`config.mk`:
```
export PLATFORM = sky130hd
export DESIGN_NAME = sdram_command_decoder
export DESIGN_NICKNAME = d
export VERILOG_FILES = /design/src/design/sdram_cmd_pkg.sv /design/src/design/sdram_command_decoder.sv /design/src/design/sdram_mode_regs.sv
export SDC_FILE = /design/constraint.sdc
export NUM_CORES = 1
export LEC_CHECK = 0
export CAP_MARGIN = 20
export CORE_UTILIZATION = 65
export DETAILED_ROUTE_END_ITERATION = 8
export DONT_BUFFER_PORTS = 1
export PLACE_DENSITY = 0.91
export SLEW_MARGIN = 0
export SYNTH_ARGS = -nofsm -noshare
export SYNTH_HDL_FRONTEND = slang
export SYNTH_HIERARCHICAL = 1
export SYNTH_SLANG_ARGS = --single-unit
```
`constraint.sdc`:
```
create_clock -name CLK -period 5.8 [get_ports CLK]
set_clock_uncertainty 0.15 [all_clocks]
set_input_delay 0.58 -clock CLK [delete_from_list [all_inputs] [get_ports CLK]]
set_output_delay 0.58 -clock CLK [all_outputs]
set_load 0.01 [all_outputs]
```
`src/design/sdram_cmd_pkg.sv`:
```
package sdram_cmd_pkg;

  // ------------------------------------------------------------------
  // addressing
  // ------------------------------------------------------------------
  localparam int BANK_BITS   = 3;
  localparam int ROW_BITS    = 13;
  localparam int COL_BITS    = 10;
  localparam int DQ_BITS     = 16;
  localparam int NUM_BANKS   = 8;
  localparam int PAGE_BYTES  = (1 << COL_BITS) * DQ_BITS / 8;
  localparam int AP_POS      = 10;
  localparam int BC_POS      = 12;
  localparam int MR_COUNT    = 4;

  // ------------------------------------------------------------------
  // mode register fields used by this block
  // ------------------------------------------------------------------
  localparam int MR0_BL_LSB   = 0;
  localparam logic [1:0] MR0_BL_FIXED8 = 2'h0;
  localparam logic [1:0] MR0_BL_OTF    = 2'h1;
  localparam logic [1:0] MR0_BL_FIXED4 = 2'h2;
  localparam int MR1_RTT_B0  = 2;
  localparam int MR1_RTT_B1  = 6;
  localparam int MR1_RTT_B2  = 9;
  localparam int MR2_RTTWR_LSB = 9;
  localparam logic [12:0] MR_RESET_VALUE = 13'h0000;

  // ------------------------------------------------------------------
  // decoded commands
  // ------------------------------------------------------------------
  typedef enum logic [4:0] {
    CMD_DESELECT     = 5'h00,
    CMD_NOP          = 5'h01,
    CMD_MODE_SET     = 5'h02,
    CMD_REFRESH      = 5'h03,
    CMD_SELF_ENTRY   = 5'h04,
    CMD_SELF_EXIT    = 5'h05,
    CMD_PRE_ONE      = 5'h06,
    CMD_PRE_ALL      = 5'h07,
    CMD_ROW_OPEN     = 5'h08,
    CMD_WRITE        = 5'h09,
    CMD_WRITE_AUTO   = 5'h0A,
    CMD_READ         = 5'h0B,
    CMD_READ_AUTO    = 5'h0C,
    CMD_CAL_LONG     = 5'h0D,
    CMD_CAL_SHORT    = 5'h0E,
    CMD_PD_ENTRY     = 5'h0F,
    CMD_PD_EXIT      = 5'h10,
    CMD_ILLEGAL      = 5'h11
  } cmd_t;

  typedef enum logic [1:0] {
    PWR_ACTIVE  = 2'h0,
    PWR_DOWN    = 2'h1,
    PWR_SELF    = 2'h2
  } pwr_t;

endpackage : sdram_cmd_pkg

```
`src/design/sdram_command_decoder.sv`:
```
// Function
// - termination on when input high and enabled, outside self refresh
// - ignore termination input when setting disabled
// - reset low active, asynchronous
// - eight banks, 13-bit row, 10-bit column
// - activate loads one 2KB page per bank
// - bit ten autoprecharge, bit twelve burst length
// - decode all inputs at one clock edge
// - clock-enable edges make power transitions
// - precharge one bank or all by bit ten
// - calibration long or short by bit ten
// - fixed-length write ignores bit twelve
// - on-the-fly write: twelve low chops to four
// - write with bit ten closes bank after
// - fixed-length read ignores bit twelve
// - on-the-fly read: twelve low chops to four
// - read with bit ten closes bank after
// - mode set writes opcode to selected register
// - select high masks every command but power-down entry and power exits
`timescale 1ns/1ps
`default_nettype none
module sdram_command_decoder #(
  parameter int BANK_BITS = sdram_cmd_pkg::BANK_BITS,
  parameter int ROW_BITS  = sdram_cmd_pkg::ROW_BITS,
  parameter int COL_BITS  = sdram_cmd_pkg::COL_BITS
) (
  input  wire logic                 CLK,
  input  wire logic                 ARST_N,
  input  wire logic                 CKE,
  input  wire logic                 SELECT_N,
  input  wire logic                 ROW_STROBE_N,
  input  wire logic                 COL_STROBE_N,
  input  wire logic                 WRITE_EN_N,
  input  wire logic [BANK_BITS-1:0] BANK_SELECT,
  input  wire logic [ROW_BITS-1:0]  ADDR,
  input  wire logic                 TERMINATION_ENABLE,
  output var  logic [4:0]           CMD,
  output var  logic                 CMD_VALID,
  output var  logic [BANK_BITS-1:0] CMD_BANK,
  output var  logic [ROW_BITS-1:0]  CMD_ROW,
  output var  logic [COL_BITS-1:0]  CMD_COL,
  output var  logic                 CMD_CHOP,
  output var  logic                 CMD_AUTO_CLOSE,
  output var  logic [7:0]           OPEN_BANKS,
  output var  logic [ROW_BITS-1:0]  OPEN_ROW [8],
  output var  logic [1:0]           POWER_STATE,
  output var  logic                 TERM_ON,
  output var  logic [12:0]          MODE_REG [4]
);

  // ------------------------------------------------------------------
  // input decode
  // ------------------------------------------------------------------
  logic cke_prev_reg;
  sdram_cmd_pkg::pwr_t pwr_reg;
  sdram_cmd_pkg::pwr_t pwr_next;

  wire cke_fall = cke_prev_reg & ~CKE;
  wire cke_rise = ~cke_prev_reg & CKE;
  wire cke_hold = cke_prev_reg & CKE;
  wire [2:0] strobes = {ROW_STROBE_N, COL_STROBE_N, WRITE_EN_N};
  wire idle_code = SELECT_N | (strobes == 3'h7);
  wire ap_bit = ADDR[sdram_cmd_pkg::AP_POS];
  wire bc_bit = ADDR[sdram_cmd_pkg::BC_POS];

  function automatic logic [4:0] decode_cmd(input logic sel_n, input logic [2:0] s,
                                           input logic ap);
    logic [4:0] c;
    c = sdram_cmd_pkg::CMD_ILLEGAL;
    if (sel_n) begin
      c = sdram_cmd_pkg::CMD_DESELECT;
    end else begin
      unique case (s)
        3'h0: c = sdram_cmd_pkg::CMD_MODE_SET;
        3'h1: c = sdram_cmd_pkg::CMD_REFRESH;
        3'h2: c = ap ? sdram_cmd_pkg::CMD_PRE_ALL : sdram_cmd_pkg::CMD_PRE_ONE;
        3'h3: c = sdram_cmd_pkg::CMD_ROW_OPEN;
        3'h4: c = ap ? sdram_cmd_pkg::CMD_WRITE_AUTO : sdram_cmd_pkg::CMD_WRITE;
        3'h5: c = ap ? sdram_cmd_pkg::CMD_READ_AUTO : sdram_cmd_pkg::CMD_READ;
        3'h6: c = ap ? sdram_cmd_pkg::CMD_CAL_LONG : sdram_cmd_pkg::CMD_CAL_SHORT;
        3'h7: c = sdram_cmd_pkg::CMD_NOP;
      endcase
    end
    return c;
  endfunction : decode_cmd

  wire [4:0] plain_cmd = decode_cmd(SELECT_N, strobes, ap_bit);

  // clock-enable transitions select power entry and exit
  // a rise while active follows reset release or a refused entry and is no exit
  logic [4:0] cmd_next;
  always_comb begin
    cmd_next = sdram_cmd_pkg::CMD_ILLEGAL;
    pwr_next = pwr_reg;
    if (cke_hold && pwr_reg == sdram_cmd_pkg::PWR_ACTIVE) begin
      cmd_next = plain_cmd;
    end else if (cke_fall && pwr_reg == sdram_cmd_pkg::PWR_ACTIVE) begin
      if (!SELECT_N && strobes == 3'h1) begin
        cmd_next = sdram_cmd_pkg::CMD_SELF_ENTRY;
        pwr_next = sdram_cmd_pkg::PWR_SELF;
      end else if (idle_code) begin
        cmd_next = sdram_cmd_pkg::CMD_PD_ENTRY;
        pwr_next = sdram_cmd_pkg::PWR_DOWN;
      end
    end else if (cke_rise && idle_code && pwr_reg != sdram_cmd_pkg::PWR_ACTIVE) begin
      if (pwr_reg == sdram_cmd_pkg::PWR_SELF) begin
        cmd_next = sdram_cmd_pkg::CMD_SELF_EXIT;
      end else begin
        cmd_next = sdram_cmd_pkg::CMD_PD_EXIT;
      end
      pwr_next = sdram_cmd_pkg::PWR_ACTIVE;
    end else if (!CKE) begin
      cmd_next = sdram_cmd_pkg::CMD_DESELECT;
    end
  end

  wire cmd_valid_next = (cmd_next != sdram_cmd_pkg::CMD_DESELECT)
                        && (cmd_next != sdram_cmd_pkg::CMD_NOP)
                        && (cmd_next != sdram_cmd_pkg::CMD_ILLEGAL);

  // ------------------------------------------------------------------
  // mode registers
  // ------------------------------------------------------------------
  wire mr_write = (cmd_next == sdram_cmd_pkg::CMD_MODE_SET);

  sdram_mode_regs #(
    .WIDTH (13),
    .COUNT (sdram_cmd_pkg::MR_COUNT)
  ) sdram_mode_regs_inst (
    .CLK     (CLK),
    .ARST_N  (ARST_N),
    .wr_en   (mr_write),
    .wr_sel  (BANK_SELECT[1:0]),
    .wr_data (ADDR),
    .mr_flat (MODE_REG)
  );

  wire [1:0] bl_mode = MODE_REG[0][sdram_cmd_pkg::MR0_BL_LSB +: 2];
  wire is_rw = !SELECT_N && !COL_STROBE_N && ROW_STROBE_N;
  // fixed modes ignore bit twelve, on-the-fly low bit twelve chops
  wire chop_next = (bl_mode == sdram_cmd_pkg::MR0_BL_OTF) ? ~bc_bit
                 : (bl_mode == sdram_cmd_pkg::MR0_BL_FIXED4);

  // ------------------------------------------------------------------
  // termination
  // ------------------------------------------------------------------
  wire rtt_nom_on = MODE_REG[1][sdram_cmd_pkg::MR1_RTT_B0]
                  | MODE_REG[1][sdram_cmd_pkg::MR1_RTT_B1]
                  | MODE_REG[1][sdram_cmd_pkg::MR1_RTT_B2];
  wire rtt_wr_on = |MODE_REG[2][sdram_cmd_pkg::MR2_RTTWR_LSB +: 2];
  wire rtt_any = rtt_nom_on | rtt_wr_on;
  wire term_next = TERMINATION_ENABLE & rtt_any
                 & (pwr_next != sdram_cmd_pkg::PWR_SELF);

  // ------------------------------------------------------------------
  // bank state
  // ------------------------------------------------------------------
  logic [7:0] open_next;
  always_comb begin
    open_next = OPEN_BANKS;
    unique case (cmd_next)
      sdram_cmd_pkg::CMD_ROW_OPEN:   open_next[BANK_SELECT] = 1'b1;
      sdram_cmd_pkg::CMD_PRE_ONE:    open_next[BANK_SELECT] = 1'b0;
      sdram_cmd_pkg::CMD_PRE_ALL:    open_next = 8'h00;
      sdram_cmd_pkg::CMD_WRITE_AUTO: open_next[BANK_SELECT] = 1'b0;
      sdram_cmd_pkg::CMD_READ_AUTO:  open_next[BANK_SELECT] = 1'b0;
      default:                       open_next = OPEN_BANKS;
    endcase
  end

  // ------------------------------------------------------------------
  // registers
  // ------------------------------------------------------------------
  always_ff @(posedge CLK or negedge ARST_N) begin
    if (!ARST_N) begin
      cke_prev_reg <= 1'b0;
      pwr_reg      <= sdram_cmd_pkg::PWR_ACTIVE;
      OPEN_BANKS   <= 8'h00;
      TERM_ON      <= 1'b0;
    end else begin
      cke_prev_reg <= CKE;
      pwr_reg      <= pwr_next;
      OPEN_BANKS   <= open_next;
      TERM_ON      <= term_next;
    end
  end

  always_ff @(posedge CLK or negedge ARST_N) begin
    if (!ARST_N) begin
      CMD            <= sdram_cmd_pkg::CMD_DESELECT;
      CMD_VALID      <= 1'b0;
      CMD_BANK       <= '0;
      CMD_ROW        <= '0;
      CMD_COL        <= '0;
      CMD_CHOP       <= 1'b0;
      CMD_AUTO_CLOSE <= 1'b0;
    end else begin
      CMD            <= cmd_next;
      CMD_VALID      <= cmd_valid_next;
      CMD_BANK       <= BANK_SELECT;
      CMD_ROW        <= ADDR;
      CMD_COL        <= ADDR[COL_BITS-1:0];
      CMD_CHOP       <= is_rw & chop_next;
      CMD_AUTO_CLOSE <= is_rw & ap_bit;
    end
  end

  always_ff @(posedge CLK or negedge ARST_N) begin
    if (!ARST_N) begin
      for (int i = 0; i < 8; i++) begin
        OPEN_ROW[i] <= '0;
      end
    end else if (cmd_next == sdram_cmd_pkg::CMD_ROW_OPEN) begin
      OPEN_ROW[BANK_SELECT] <= ADDR;
    end
  end

  assign POWER_STATE = pwr_reg;

  // ------------------------------------------------------------------
  // assertions
  // ------------------------------------------------------------------
  a_deselect_masks: assert property (@(posedge CLK) disable iff (!ARST_N)
    (SELECT_N && cke_hold) |=> (CMD == sdram_cmd_pkg::CMD_DESELECT) && !CMD_VALID)
    else $error("select high not masked");

  a_activate_opens: assert property (@(posedge CLK) disable iff (!ARST_N)
    (cke_hold && pwr_reg == 2'h0 && !SELECT_N && strobes == 3'h3)
      |=> OPEN_BANKS[$past(BANK_SELECT)] && OPEN_ROW[$past(BANK_SELECT)] == $past(ADDR))
    else $error("activate did not open bank");

  a_precharge_all: assert property (@(posedge CLK) disable iff (!ARST_N)
    (cke_hold && pwr_reg == 2'h0 && !SELECT_N && strobes == 3'h2 && ap_bit)
      |=> OPEN_BANKS == 8'h00)
    else $error("precharge all left bank open");

  a_read_chop: assert property (@(posedge CLK) disable iff (!ARST_N)
    (cke_hold && !SELECT_N && strobes == 3'h5 && bl_mode == 2'h1)
      |=> CMD_CHOP == !$past(bc_bit))
    else $error("on-the-fly chop wrong");

  a_fixed_burst: assert property (@(posedge CLK) disable iff (!ARST_N)
    (cke_hold && !SELECT_N && strobes == 3'h4 && bl_mode == 2'h0) |=> !CMD_CHOP)
    else $error("fixed burst chopped");

  a_term_ignored: assert property (@(posedge CLK) disable iff (!ARST_N)
    !rtt_any |=> !TERM_ON)
    else $error("termination on while disabled");

  a_term_follows: assert property (@(posedge CLK) disable iff (!ARST_N)
    (TERMINATION_ENABLE && rtt_any && pwr_next == 2'h0) |=> TERM_ON)
    else $error("termination not enabled");

  a_self_entry: assert property (@(posedge CLK) disable iff (!ARST_N)
    (cke_fall && pwr_reg == 2'h0 && !SELECT_N && strobes == 3'h1)
      |=> POWER_STATE == 2'h2 ##1 (CKE || POWER_STATE == 2'h2))
    else $error("self refresh not entered");

  a_nop_keeps: assert property (@(posedge CLK) disable iff (!ARST_N)
    (cke_hold && idle_code) |=> $stable(OPEN_BANKS))
    else $error("idle command changed banks");

  a_exit_needs_low: assert property (@(posedge CLK) disable iff (!ARST_N)
    (cke_rise && pwr_reg == sdram_cmd_pkg::PWR_ACTIVE) |=> !CMD_VALID)
    else $error("clock-enable rise while active taken as a command");

  a_mode_write: assert property (@(posedge CLK) disable iff (!ARST_N)
    (cke_hold && pwr_reg == 2'h0 && !SELECT_N && strobes == 3'h0)
      |=> MODE_REG[$past(BANK_SELECT[1:0])] == $past(ADDR))
    else $error("mode register not written");

  a_precharge_one: assert property (@(posedge CLK) disable iff (!ARST_N)
    (cke_hold && pwr_reg == 2'h0 && !SELECT_N && strobes == 3'h2 && !ap_bit)
      |=> !OPEN_BANKS[$past(BANK_SELECT)])
    else $error("precharged bank left open");

  a_auto_close: assert property (@(posedge CLK) disable iff (!ARST_N)
    (cke_hold && pwr_reg == 2'h0 && !SELECT_N && ROW_STROBE_N && !COL_STROBE_N && ap_bit)
      |=> CMD_AUTO_CLOSE && !OPEN_BANKS[$past(BANK_SELECT)])
    else $error("auto precharge did not close bank");

  a_write_chop: assert property (@(posedge CLK) disable iff (!ARST_N)
    (cke_hold && !SELECT_N && strobes == 3'h4 && bl_mode == 2'h1)
      |=> CMD_CHOP == !$past(bc_bit))
    else $error("on-the-fly write chop wrong");

  a_fixed_four: assert property (@(posedge CLK) disable iff (!ARST_N)
    (cke_hold && !SELECT_N && ROW_STROBE_N && !COL_STROBE_N && bl_mode == 2'h2)
      |=> CMD_CHOP)
    else $error("fixed four-beat burst not chopped");

  a_refresh_keeps: assert property (@(posedge CLK) disable iff (!ARST_N)
    (cke_hold && pwr_reg == 2'h0 && !SELECT_N && strobes == 3'h1)
      |=> CMD == sdram_cmd_pkg::CMD_REFRESH && $stable(OPEN_BANKS))
    else $error("refresh decoded wrongly");

  a_column_addr: assert property (@(posedge CLK) disable iff (!ARST_N)
    (cke_hold && !SELECT_N && ROW_STROBE_N && !COL_STROBE_N)
      |=> CMD_COL == $past(ADDR[COL_BITS-1:0]) && CMD_BANK == $past(BANK_SELECT))
    else $error("column or bank not captured");

  a_cal_select: assert property (@(posedge CLK) disable iff (!ARST_N)
    (cke_hold && pwr_reg == 2'h0 && !SELECT_N && strobes == 3'h6)
      |=> CMD == ($past(ap_bit) ? sdram_cmd_pkg::CMD_CAL_LONG
                                : sdram_cmd_pkg::CMD_CAL_SHORT))
    else $error("calibration length wrong");

  a_self_no_term: assert property (@(posedge CLK) disable iff (!ARST_N)
    POWER_STATE == 2'h2 |-> !TERM_ON)
    else $error("termination on in self refresh");

endmodule : sdram_command_decoder
`default_nettype wire

```
`src/design/sdram_mode_regs.sv`:
```
`timescale 1ns/1ps
`default_nettype none
module sdram_mode_regs #(
  parameter int WIDTH = 13,
  parameter int COUNT = 4
) (
  input  wire logic                     CLK,
  input  wire logic                     ARST_N,
  input  wire logic                     wr_en,
  input  wire logic [$clog2(COUNT)-1:0] wr_sel,
  input  wire logic [WIDTH-1:0]         wr_data,
  output var  logic [WIDTH-1:0]         mr_flat [COUNT]
);

  logic [WIDTH-1:0] mem_reg [COUNT];

  always_ff @(posedge CLK or negedge ARST_N) begin
    if (!ARST_N) begin
      for (int i = 0; i < COUNT; i++) begin
        mem_reg[i] <= sdram_cmd_pkg::MR_RESET_VALUE;
      end
    end else if (wr_en) begin
      mem_reg[wr_sel] <= wr_data;
    end
  end

  always_comb begin
    for (int i = 0; i < COUNT; i++) begin
      mr_flat[i] = mem_reg[i];
    end
  end

endmodule : sdram_mode_regs
`default_nettype wire

```
==> impl_metrics.ini <==
[pwr]
p_per_area_mw_per_mm2 = 344.3
total_power_w = 0.002809
p_leak_nw = 4.159
peakVddDrop_v = 0.0002484

[cts]
clk_latency_ns = 0.43
cts.path.max_buffers = 2
postCtsResizedCells = 0
clockRootBuffer = clkbuf_16
cts-htree-levels = 4
cts_tree = done
cts_buffers = 17
clk_pin_slew_ns = 0.07
clkSinkCount = 192

[drt]
drt-wirelength-per-cell_um = 26.70
avgViaCountPerCell = 6.558
drc = 0
first_pass_iters = 5
drt-total-wl_um = 17360
vias = 4263
first_iter_violations = 363
ant_nets = 0

[synth]
synth_nets = 534
ys.flop_type = dfrtp_1
yosysTopAreaCellShare_pct = 63.76
yosysWarnings = 6
async_reset_ff_share_pct = 100.0
ys_seq_area_share_pct = 63.76
syn-cell-area_mm2 = 0.007536
syn_inst = 510
yosysTopAreaCell = dfrtp_1
synth_cell_types = 45
synthTopCellsByCount = dfrtp_1, mux2_2, nand2_1
synthTopCellsByArea = dfrtp_1, mux2_2, buf_4
synth-seq-cells = 192
avgSynthCellArea_um2 = 14.78
synth_edf_count = 0
yosysMostFrequentCell = dfrtp_1

[timing]
rsz0062_at_grt = false
fin_setup_tns_ns = 0
fin_crit_sh_pct = 60.14
slew_violations = 0
relSlewSlack_pct = 33.99
hold_viol_final = 0
setup_violations = 0
worst_pin_slew_ns = 0.9872
max_freq_mhz = 286.7
layout_min_cycle_time_ns = 3.488

[worst_setup_path]
crit_start = POWER_STATE[0]$_DFF_PN0_
r2r_start = POWER_STATE[0]$_DFF_PN0_
cp_cell_sequence = nor3b_1 -> a221oi_1 -> nor3_4 -> and2_1 -> nand3_1 -> mux2_2
reg2reg_depth = 6
cp_max_fo = 13
critPathArrivalTime_ns = 3.65
required_ns = 5.96
worst_path_largest_cell_delay_ns = 0.68
end_kind = register
criticalPathCategory = reg -> reg
startpoint_type = register
slowest_stage = nand3_1

[placement]
dp_hpwl_um = 11100
gp_congestion = 0.8417
portBuffers = 0

[die]
boundaryPins = 225
die_y_um = 109.7
coreArea_mm2 = 0.01108
dieArea_mm2 = 0.01203
fp.dieW_um = 109.7
initial_utilization_pct = 68.03
row_count = 38

[layout]
largest_reg_flops = 104
top_register = OPEN_ROW
n_fill_cell = 677
diodes = 0
areaGrowthSynthToFinish_pct = 8.285
num-nets-final = 521
layout-drive-gt1-share_pct = 38.24
post-route-util_pct = 73.66

[global_routing]
track_usage_pct = 29.79
grt_pass1_vias = 4321
grt_antenna_before_repair = 0
grt_pass1_wl_um = 25130
overflow = 0
grt_max_degree = 193

[flow_run]
cap_violations = 0

[status]
outcome = finished, final reports clean

[worst_hold_path]
hold_path.class = in -> reg
worstHoldPathCells = 0
min_from = ADDR[8]
-- layout make-up --
cell class              instances  area [um^2]  share of cell area, %
inverters                       9        33.78                 0.4140
multi-input cells             275         2497                  30.60
clock buffers                  20        456.7                  5.596
clock inverters                12        157.7                  1.932
flip-flops and latches        192         4805                  58.88
well taps                     140        175.2                  2.147
repair buffers                  2        35.03                 0.4293
-- through the flow --
stage | cell area, um^2 | std cells | hold WS (ns) | setup WS (ns)
finish | 8160 | 650 | 0.02030 | 2.312
detailed placement | 7518 | 617 | 0.1377 | 2.363
floorplan | 7536 | 510 | 0.1344 | 2.760
global route | 8160 | 650 | 0.004782 | 2.094
CTS | 8160 | 650 | 0.009745 | 2.316
global placement | 7518 | 617 | 0.1383 | 2.415
-- routing by layer --
metal / GRT usage, % / share of wire, %
met1: 36.04 / 37
met2: 47.30 / 49
met3: 11.56 / 10
met4: 13.81 / 3.2
met5: 0 / 0
-- timing repair --
item | in CTS | in global routing
hold buffers | 1 | 0
setup buffers | 0 | 0
endpoints found under the hold margin | 192 | 0
endpoints found under the setup margin | 0 | 0
-- worst max-delay path, delay by kind of cell, from the launching register on --
kind	cells	cell delay [ns]
compound gates	1	0.29
flops	1	0.53
mux	1	0.55
simple gates	4	1.85
-- report_power, final --
part | internal [W] | total (W) | switching, W
Sequential | 0.00140 | 0.00149 | 0.0000873
Clock | 0.000703 | 0.00120 | 0.000493
Combinational | 0.0000585 | 0.000125 | 0.0000665
-- cells by family after synthesis --
kind of cell,count (synthesis),share of synthesized area [%]
flip-flops,192,63.76
AND/OR/NAND/NOR,80,5.960
multiplexers,159,23.73
AO/OA/AOI/OAI,34,3.221
XOR/XNOR,2,0.2325
buffers and inverters,43,3.105
-- worst paths after layout --
kind	endpoint	slack, ns
max in group asynchronous	OPEN_ROW[72]$_DFFE_PN0P_	4.79
worst min register to register	OPEN_ROW[9]$_DFFE_PN0P_	0.43
worst max-delay path	sdram_mode_regs_inst/mr_flat[9]$_DFFE_PN0P_	2.31
worst min-delay path	CMD_COL[8]$_DFF_PN0_	0.02
worst max register to register	sdram_mode_regs_inst/mr_flat[9]$_DFFE_PN0P_	2.31
min in group asynchronous	CMD_CHOP$_DFF_PN0_	0.04
-- cells in the final DEF (no fill, tap or decap), drive strengths merged, types with 2 or more instances in the layout --
cell type  instances
dfrtp            192
mux2             157
clkbuf            20
nand2             17
nor2              13
inv               11
nand3             10
o21ai              8
nand4              7
nand3b             6
a21oi              6
o211ai             5
a31oi              5
nor3               5
and3               4
nor3b              4
clkinv             4
bufinv             3
clkinvlp           3
or4b               2
and2               2
o22ai              2
nand2b             2
mux2i              2
nor4               2
nor2b              2
a221oi             2
buf                2
Note: power is estimated with default switching activity, not from simulation.
